`config.mk`:
```
export PLATFORM = sky130hd
export DESIGN_NAME = pcrbc_top
export DESIGN_NICKNAME = d
export VERILOG_FILES = /design/src/pcrbc_pkg.sv /design/src/pcrbc_sync.sv /design/src/pcrbc_divider.sv /design/src/pcrbc_top.sv
export SDC_FILE = /design/constraint.sdc
export NUM_CORES = 1
export LEC_CHECK = 0
export ABC_AREA = 1
export BUFFER_PORTS_ARGS = -buffer_cell sky130_fd_sc_hd__buf_2
export CORE_MARGIN = 2
export CORE_UTILIZATION = 45
export DETAILED_ROUTE_END_ITERATION = 8
export PLACE_DENSITY = 0.82
export SYNTH_ARGS = -nofsm -noshare
export SYNTH_HDL_FRONTEND = slang
export SYNTH_HIERARCHICAL = 1
export SYNTH_SLANG_ARGS = --single-unit
export TNS_END_PERCENT = 50
```
`constraint.sdc`:
```
create_clock -name core_clk -period 8.14 [get_ports core_clk]
set_input_delay 0 -clock core_clk [delete_from_list [all_inputs] [get_ports core_clk]]
set_output_delay 0 -clock core_clk [all_outputs]
set_load 0.03 [all_outputs]
```
`src/pcrbc_pkg.sv`:
```
// Constants, field layout and carrier types for the power control registers.
// Assumes a 100 MHz core clock and oscillators far slower than it.
`default_nettype none

package pcrbc_pkg;

  localparam int unsigned ADDR_W = 17;
  localparam int unsigned IDX_W = 15;

  // Register indices; byte address is four times the index
  localparam logic [IDX_W-1:0] IDX_BOOSTER_CLOCK_CTRL = 15'h5071;
  localparam logic [IDX_W-1:0] IDX_DISPLAY_REGULATOR_CTRL = 15'h50a3;
  localparam logic [IDX_W-1:0] IDX_CORE_REGULATOR_CTRL = 15'h5120;

  localparam logic [7:0] RESET_VALUE = 8'h00;

  // Writable bits; all others are reserved and stay zero
  localparam logic [7:0] BCLK_WMASK = 8'h7d;
  localparam logic [7:0] VREG_WMASK = 8'h11;
  localparam logic [7:0] CORE_WMASK = 8'h20;

  localparam int unsigned DIV_LSB = 4;
  localparam int unsigned SRC_LSB = 2;
  localparam int unsigned EN_BIT = 0;
  localparam int unsigned VREG_HEAVY_BIT = 4;
  localparam int unsigned VREG_REF_BIT = 0;
  localparam int unsigned CORE_HEAVY_BIT = 5;

  localparam logic [1:0] SRC_OSC_B = 2'h0;
  localparam logic [1:0] SRC_LOW = 2'h1;
  localparam logic [1:0] SRC_OSC_A = 2'h2;
  localparam logic [1:0] SRC_RSVD = 2'h3;

  localparam logic [2:0] DIV_MAX_OSC = 3'h6;
  localparam logic [2:0] DIV_MAX_LOW = 3'h3;

  // Half of the code-0 ratio, in source edges
  localparam int unsigned CNT_W = 13;
  localparam logic [CNT_W-1:0] HALF_OSC_B = 13'h0020;
  localparam logic [CNT_W-1:0] HALF_OSC_A = 13'h0040;
  localparam logic [CNT_W-1:0] HALF_LOW = 13'h0004;

  localparam logic [1:0] RESP_OKAY = 2'h0;
  localparam logic [1:0] RESP_SLVERR = 2'h2;

  typedef enum logic [1:0] {
    BUS_IDLE = 2'b01,
    BUS_ACK = 2'b10
  } pcrbc_bus_state_t;

  typedef struct packed {
    logic [2:0] div;
    logic [1:0] src;
    logic en;
  } pcrbc_bclk_cfg_t;

  typedef struct packed {
    logic display_reg_heavy_load;
    logic ref_volt_sel;
    logic core_reg_heavy_load;
  } pcrbc_reg_out_t;

endpackage : pcrbc_pkg

`default_nettype wire

```
`src/pcrbc_sync.sv`:
```
// Two-flop synchronisers and rise detectors for the three oscillator pins.
// Assumes each oscillator is much slower than core_clk.
`timescale 1ns/1ps
`default_nettype none

module pcrbc_sync (
  input wire logic core_clk,
  input wire logic rst_b,
  input wire logic [2:0] osc_in,
  output logic [2:0] osc_rise
);
  import pcrbc_pkg::*;

  genvar i;
  generate
    for (i = 0; i < 3; i++) begin : g_bit
      // Per-bit flops, so each variable has a single driving process
      logic s1_reg;
      logic s2_reg;
      logic s3_reg;
      logic s1_next;
      logic s2_next;
      logic s3_next;
      always_comb begin
        s1_next = osc_in[i];
        s2_next = s1_reg;
        s3_next = s2_reg;
      end
      always_ff @(posedge core_clk) begin
        if (!rst_b) begin
          s1_reg <= 1'b0;
          s2_reg <= 1'b0;
          s3_reg <= 1'b0;
        end else begin
          s1_reg <= s1_next;
          s2_reg <= s2_next;
          s3_reg <= s3_next;
        end
      end
      // Edge detector reads only the second and third flops
      assign osc_rise[i] = s2_reg & ~s3_reg;
    end
  endgenerate

endmodule : pcrbc_sync

`default_nettype wire

```
`src/pcrbc_divider.sv`:
```
// Booster clock divider counting rising edges of the selected oscillator.
// Assumes one-cycle rise pulses per oscillator from the synchroniser.
`timescale 1ns/1ps
`default_nettype none

module pcrbc_divider (
  input wire logic core_clk,
  input wire logic rst_b,
  input wire pcrbc_pkg::pcrbc_bclk_cfg_t cfg,
  input wire logic [2:0] osc_rise,
  output logic booster_clk
);
  import pcrbc_pkg::*;

  pcrbc_bclk_cfg_t act_reg, act_next;
  logic [CNT_W-1:0] cnt_reg, cnt_next;
  logic out_reg, out_next;
  logic [CNT_W-1:0] half;
  logic legal;
  logic edge_in;

  always_comb begin
    edge_in = 1'b0;
    half = HALF_OSC_B;
    legal = 1'b0;
    unique case (act_reg.src)
      SRC_OSC_B: begin
        edge_in = osc_rise[0];
        half = HALF_OSC_B << act_reg.div;
        legal = act_reg.div <= DIV_MAX_OSC;
      end
      SRC_LOW: begin
        edge_in = osc_rise[1];
        half = HALF_LOW << act_reg.div;
        legal = act_reg.div <= DIV_MAX_LOW;
      end
      SRC_OSC_A: begin
        edge_in = osc_rise[2];
        half = HALF_OSC_A << act_reg.div;
        legal = act_reg.div <= DIV_MAX_OSC;
      end
      SRC_RSVD: begin
        legal = 1'b0;
      end
    endcase
    legal = legal & act_reg.en;
  end

  // Settings load at a fall, or at once while low; restarting a low
  // half only lengthens it, so a disable stops the clock without a
  // short pulse and a stale long setting never lingers
  always_comb begin
    act_next = act_reg;
    cnt_next = cnt_reg;
    out_next = out_reg;
    if (!out_reg && (!legal || cfg != act_reg)) begin
      act_next = cfg;
      cnt_next = '0;
    end else if (edge_in) begin
      if (cnt_reg == half - 13'h0001) begin
        cnt_next = '0;
        if (out_reg) begin
          out_next = 1'b0;
          act_next = cfg;
        end else begin
          out_next = 1'b1;
        end
      end else begin
        cnt_next = cnt_reg + 13'h0001;
      end
    end
  end

  always_ff @(posedge core_clk) begin
    if (!rst_b) begin
      act_reg <= '0;
      cnt_reg <= '0;
      out_reg <= 1'b0;
    end else begin
      act_reg <= act_next;
      cnt_reg <= cnt_next;
      out_reg <= out_next;
    end
  end

  assign booster_clk = out_reg;

  a_off_stays_low: assert property (@(posedge core_clk) disable iff (!rst_b)
    (!out_reg && !act_reg.en) |=> !out_reg)
    else $error("booster clock rose while disabled");
  a_half_whole: assert property (@(posedge core_clk) disable iff (!rst_b)
    $fell(out_reg) |-> $past(cnt_reg) == $past(half) - 13'h0001)
    else $error("booster high half cut short");
  a_rsvd_src_off: assert property (@(posedge core_clk) disable iff (!rst_b)
    (!out_reg && act_reg.src == SRC_RSVD) |=> !out_reg)
    else $error("booster clock ran on reserved source");

endmodule : pcrbc_divider

`default_nettype wire

```
`src/pcrbc_top.sv`:
```
// Power control register bank with booster clock generation.
// Assumes an Avalon-MM master with byte addresses and oscillator pins
// asynchronous to core_clk.
`timescale 1ns/1ps
`default_nettype none

module pcrbc_top (
  input wire logic core_clk,
  input wire logic rst_b,
  input wire logic [pcrbc_pkg::ADDR_W-1:0] avs_address,
  input wire logic avs_read,
  input wire logic avs_write,
  input wire logic [31:0] avs_writedata,
  input wire logic [3:0] avs_byteenable,
  output logic [31:0] avs_readdata,
  output logic [1:0] avs_response,
  output logic avs_waitrequest,
  input wire logic internal_osc_b,
  input wire logic low_speed_osc,
  input wire logic osc_a_high,
  output logic booster_clk,
  output pcrbc_pkg::pcrbc_reg_out_t reg_ctl
);
  import pcrbc_pkg::*;

  ////////////////////////////////////////////////////////////////////////
  // Bus slave

  pcrbc_bus_state_t state_reg, state_next;
  logic [31:0] rdata_reg, rdata_next;
  logic [1:0] resp_reg, resp_next;
  logic [IDX_W-1:0] idx;
  logic sel_bclk;
  logic sel_vreg;
  logic sel_core;
  logic req;
  logic wr_fire;

  logic [7:0] bclk_reg, bclk_next;
  logic [7:0] vreg_reg, vreg_next;
  logic [7:0] core_reg, core_next;

  assign idx = avs_address[ADDR_W-1:2];
  assign req = avs_read | avs_write;

  always_comb begin
    sel_bclk = idx == IDX_BOOSTER_CLOCK_CTRL;
    sel_vreg = idx == IDX_DISPLAY_REGULATOR_CTRL;
    sel_core = idx == IDX_CORE_REGULATOR_CTRL;
  end

  // One wait cycle per access; answer registered for a clean readdata
  always_comb begin
    state_next = state_reg;
    rdata_next = rdata_reg;
    resp_next = resp_reg;
    unique case (state_reg)
      BUS_IDLE: begin
        if (req) begin
          state_next = BUS_ACK;
          resp_next = (sel_bclk | sel_vreg | sel_core) ?
                      RESP_OKAY : RESP_SLVERR;
          rdata_next = '0;
          if (avs_read && sel_bclk) begin
            rdata_next[7:0] = bclk_reg;
          end else if (avs_read && sel_vreg) begin
            rdata_next[7:0] = vreg_reg;
          end else if (avs_read && sel_core) begin
            rdata_next[7:0] = core_reg;
          end
        end
      end
      BUS_ACK: begin
        state_next = BUS_IDLE;
      end
      default: begin
        state_next = BUS_IDLE;
      end
    endcase
  end

  always_ff @(posedge core_clk) begin
    if (!rst_b) begin
      state_reg <= BUS_IDLE;
      rdata_reg <= '0;
      resp_reg <= RESP_OKAY;
    end else begin
      state_reg <= state_next;
      rdata_reg <= rdata_next;
      resp_reg <= resp_next;
    end
  end

  assign avs_waitrequest = req && (state_reg != BUS_ACK);
  assign avs_readdata = rdata_reg;
  assign avs_response = resp_reg;

  ////////////////////////////////////////////////////////////////////////
  // Control registers

  // A write lands at the edge that completes the access
  assign wr_fire = (state_reg == BUS_ACK) && avs_write && avs_byteenable[0];

  always_comb begin
    bclk_next = bclk_reg;
    vreg_next = vreg_reg;
    core_next = core_reg;
    if (wr_fire && sel_bclk) begin
      bclk_next = avs_writedata[7:0] & BCLK_WMASK;
    end
    if (wr_fire && sel_vreg) begin
      vreg_next = avs_writedata[7:0] & VREG_WMASK;
    end
    if (wr_fire && sel_core) begin
      core_next = avs_writedata[7:0] & CORE_WMASK;
    end
  end

  always_ff @(posedge core_clk) begin
    if (!rst_b) begin
      bclk_reg <= RESET_VALUE;
      vreg_reg <= RESET_VALUE;
      core_reg <= RESET_VALUE;
    end else begin
      bclk_reg <= bclk_next;
      vreg_reg <= vreg_next;
      core_reg <= core_next;
    end
  end

  always_comb begin
    reg_ctl.display_reg_heavy_load = vreg_reg[VREG_HEAVY_BIT];
    reg_ctl.ref_volt_sel = vreg_reg[VREG_REF_BIT];
    reg_ctl.core_reg_heavy_load = core_reg[CORE_HEAVY_BIT];
  end

  ////////////////////////////////////////////////////////////////////////
  // Booster clock

  pcrbc_bclk_cfg_t bclk_cfg;
  logic [2:0] osc_rise;

  always_comb begin
    bclk_cfg.div = bclk_reg[DIV_LSB +: 3];
    bclk_cfg.src = bclk_reg[SRC_LSB +: 2];
    bclk_cfg.en = bclk_reg[EN_BIT];
  end

  // Oscillators are only sampled; slow enough for plain edge counting
  pcrbc_sync u_sync (
    .core_clk(core_clk),
    .rst_b(rst_b),
    .osc_in({osc_a_high, low_speed_osc, internal_osc_b}),
    .osc_rise(osc_rise)
  );

  pcrbc_divider u_div (
    .core_clk(core_clk),
    .rst_b(rst_b),
    .cfg(bclk_cfg),
    .osc_rise(osc_rise),
    .booster_clk(booster_clk)
  );

  ////////////////////////////////////////////////////////////////////////
  // Checks

  logic acc_done;
  assign acc_done = (state_reg == BUS_ACK) && req;

  a_read_rsvd_zero: assert property (@(posedge core_clk) disable iff (!rst_b)
    acc_done |-> (avs_readdata[31:8] == 24'h000000 &&
                  avs_readdata[1] == 1'b0 && avs_readdata[7] == 1'b0))
    else $error("reserved read bits not zero");
  a_wait_one: assert property (@(posedge core_clk) disable iff (!rst_b)
    (req && state_reg == BUS_IDLE) |-> avs_waitrequest ##1
    (!avs_waitrequest || !req))
    else $error("access not answered after one wait cycle");
  a_unmapped_err: assert property (@(posedge core_clk) disable iff (!rst_b)
    (acc_done && !(sel_bclk || sel_vreg || sel_core)) |->
    (avs_response == RESP_SLVERR && avs_readdata == 32'h00000000))
    else $error("unmapped access not refused");
  a_bclk_write: assert property (@(posedge core_clk) disable iff (!rst_b)
    (wr_fire && sel_bclk) |=>
    (bclk_cfg.div == $past(avs_writedata[6:4]) &&
     bclk_cfg.src == $past(avs_writedata[3:2]) &&
     bclk_cfg.en == $past(avs_writedata[0])))
    else $error("booster control write lost");
  a_ref_sel: assert property (@(posedge core_clk) disable iff (!rst_b)
    (wr_fire && sel_vreg) |=>
    (reg_ctl.ref_volt_sel == $past(avs_writedata[0]) &&
     reg_ctl.display_reg_heavy_load == $past(avs_writedata[4])))
    else $error("display regulator outputs wrong");
  a_core_heavy: assert property (@(posedge core_clk) disable iff (!rst_b)
    (wr_fire && sel_core) |=>
    reg_ctl.core_reg_heavy_load == $past(avs_writedata[5]))
    else $error("core heavy-load output wrong");
  a_reset_values: assert property (@(posedge core_clk)
    !rst_b |=> (bclk_reg == 8'h00 && !reg_ctl.display_reg_heavy_load &&
               !reg_ctl.core_reg_heavy_load && !booster_clk))
    else $error("registers not cleared by reset");
  a_disabled_quiet: assert property (@(posedge core_clk) disable iff (!rst_b)
    (!bclk_cfg.en && !booster_clk) [*2] |=> !booster_clk)
    else $error("booster clock runs while disabled");
  a_no_write_on_read: assert property (@(posedge core_clk) disable iff (!rst_b)
    (acc_done && avs_read) |=> $stable(bclk_reg) && $stable(core_reg))
    else $error("read altered a register");

  c_enable_write: cover property (@(posedge core_clk) disable iff (!rst_b)
    wr_fire && sel_bclk && avs_writedata[0]);
  c_booster_runs: cover property (@(posedge core_clk) disable iff (!rst_b)
    $rose(booster_clk));
  c_unmapped: cover property (@(posedge core_clk) disable iff (!rst_b)
    acc_done && avs_response == RESP_SLVERR);
  c_heavy_on: cover property (@(posedge core_clk) disable iff (!rst_b)
    reg_ctl.core_reg_heavy_load && reg_ctl.display_reg_heavy_load);

endmodule : pcrbc_top

`default_nettype wire

```
==> run metrics <==
CTS buffer count=5; leading area contributor after synthesis=dfxtp_1; first-pass iteration count of the detailed router=4; vias in the first global route=2666; Final Routed Wirelength=6502 um; period utilization=0.4072; run status=complete, no violations; number of port buffers=40; first-pass GRT wire length=11100 um; Layout area overhead=10.94%; worst min path class=in2reg; nets=598; dpl cell area=3332 um2; Main synth FF type=dfxtp_1; top-area cell type share of the netlist area=0.2949; Post-CTS Setup Bufs=0; CTS Hold Buffers Added=9; endpoints failing setup=0; GPL Wtd Cong=0.8852; worst slew pin tran=0.5608 ns; CP startpoint=u_div/act_reg[2]; hold slack=0.1112 ns; crit path max fanout=13; standard cell core area=6832 um2; Ys Warns=6; ANT nets after route=0; Initial Util=0.4670; Tmin final=3.315 ns; Fmax=301.7 MHz; Syn Std Cell Area=3191 um2; worst r2r src=u_div/act_reg[2]; largest cells by area after synthesis=dfxtp_1 29%, nand2_1 14%, nor2_1 8.5%, inv_1 7.5%, buf_4 6.6%; pin count of the biggest net entering global routing=25; diode count=0; Setup TNS Final=0 ns; Clock Tree Buf Depth=2; Tot GR Track Use=0.1745; Crit. End Element=register; Post-synth EDFFs=0; vias per inst=4.705; Final Max Tran Viols=0; CTS Sinks=47; max reg flops=13; CP dominant cell by count=nor2_1; cell row count=30; Required @ worst endpoint=8.33 ns; Hold Fails Final Rpt=0; Distinct cells, synth=36; max_slew headroom=0.6249; Overflow after GRT=0; via count=2955; flops & latches, synth=47; Die Ht=88.20 um; Top Ports=99; sequential share of the synthesized area=0.2949; DRT iter0 DRCs=152; worst-path cell chain=inv_1 -> ha_1 -> inv_1 -> nor3_2 -> nand2_1 -> ha_1 -> xnor2_1 -> nor2_1 -> o21ai_0 -> nor2_1 -> nand3_1 -> nor2_1 -> nand2_1 -> nor2_1 -> nand2_1 -> nor2_2 -> nand3_2 -> a21oi_1 -> nor2_1; mean routed wirelength per cell=10.35 um; P_leak=1.628 nW; clock slew at reported path FFs=0.08 ns; root buffer cell=clkbuf_8; Post-CTS Resized=0; slowest stage delay, CP=0.33 ns; RSZ-0062 raised after global routing=false; H-tree Lvls=2; # DRC=0; Filler cells=668; setup slack, reg-to-reg=4.83 ns; max_cap viols=0; Setup CP Type=reg2reg; Peak VDD IR=0.1373 mV; die width=88.20 um; clk_skew=0.002912 ns; mean area per synthesized cell=6.578 um2; TritonCTS clock tree=built; design area=3540 um2; Hold Startpoint=rst_b; PwrDens=135.4 nW/um2; post-synthesis instance total=485; Critical Path AT=3.51 ns; Post-synth ARST share=0; Startpoint Class=register; Worst path slowest cell=dfxtp_1; initial antenna violation count=0; clk_lat worst skew=0.29 ns; full die area=7779 um2; layout cells sized above 1=0.1598; Post-DP HPWL=4972 um
-- through the flow --
step	util	power (W)	std cells	worst slack, ns
global placement	0.4877	0.0003045	611	5.107
detailed placement	0.4877	0.0003065	611	4.960
global route	0.5181	0.0004980	628	4.392
floorplan	-	0.0003010	511	5.479
CTS	0.5181	0.0004831	628	4.862
finish	0.5181	0.0004792	628	4.825
-- metal layers --
layer / global-route usage / up-vias / wire length, um
met5: 0 / - / 0
met4: 0.05096 / 0 / 53
met3: 0.04241 / 7 / 394
met2: 0.3083 / 81 / 3207
met1: 0.2095 / 1325 / 2847
li1: - / 1542 / -
-- cell families after synthesis --
kind of cell	synth area share
buffers and inverters	0.1706
adders and majority gates	0.02745
other	0.001175
and+or+nand+nor	0.3749
xor gates and xnor gates	0.04392
AOI/OAI and AO/OA	0.08706
DFF	0.2949
-- critical path: cells and delay by family (launching register included) --
kind                     cells  cell delay, ns
AND/OR/NAND/NOR             12            1.57
flip-flops                   1            0.33
buffers and inverters        2            0.25
AO/OA/AOI/OAI                2            0.31
adder cells (fa/ha/maj)      2            0.62
XOR/XNOR                     1            0.12
-- layout by cell type (no fill, tap or decap), drive strengths merged, types with 11 or more instances in the layout --
master and count:
a21oi 22, buf 41, conb 27, dfxtp 47, inv 67, nand2 121, nand3 40, nor2 84
o21ai 19, xor2 11
-- path summary, 6_finish.rpt --
path | end | depth (start not counted)
worst max-delay path | u_div/act_reg[4] | 19
worst min-delay path | u_sync/g_bit[2].s1_reg | 3
worst max register to register | u_div/act_reg[4] | 19
worst min register to register | u_sync/g_bit[2].s2_reg | 2
-- cell type report --
cell class	instances	area, um2	share of cell area
inverters	68	260.3	0.07352
well taps	96	120.1	0.03393
flip-flops and latches	47	940.9	0.2658
clock buffers	6	82.58	0.02333
repair buffers	50	297.8	0.08413
clock inverters	2	35.03	0.009898
multi-input cells	359	1803	0.5094
-- Yosys cell counts, types with 2 or more instances --
| master | number |
|---|---|
| o21ai_0 | 11 |
| buf_2 | 2 |
| nand3_2 | 7 |
| o21ai_1 | 8 |
| xor2_1 | 11 |
| nand2_1 | 115 |
| nand3_1 | 32 |
| inv_1 | 64 |
| nor2_1 | 72 |
| nand2_2 | 6 |
| nor3_1 | 5 |
| nand4_1 | 8 |
| a21oi_2 | 3 |
| inv_2 | 3 |
| nor2_4 | 5 |
| a21oi_1 | 19 |
| buf_4 | 28 |
| nor2_2 | 7 |
| xnor2_1 | 5 |
| dfxtp_1 | 47 |
| a31oi_1 | 2 |
| buf_6 | 5 |
| ha_1 | 7 |
-- power by group --
| part | total (W) | switching (W) | internal [W] |
|---|---|---|---|
| registers | 0.000239 | 0.00000321 | 0.000236 |
| logic | 0.0000652 | 0.0000468 | 0.0000184 |
| clock network | 0.000175 | 0.0000753 | 0.0000994 |
(Power assumes the default switching activity.)
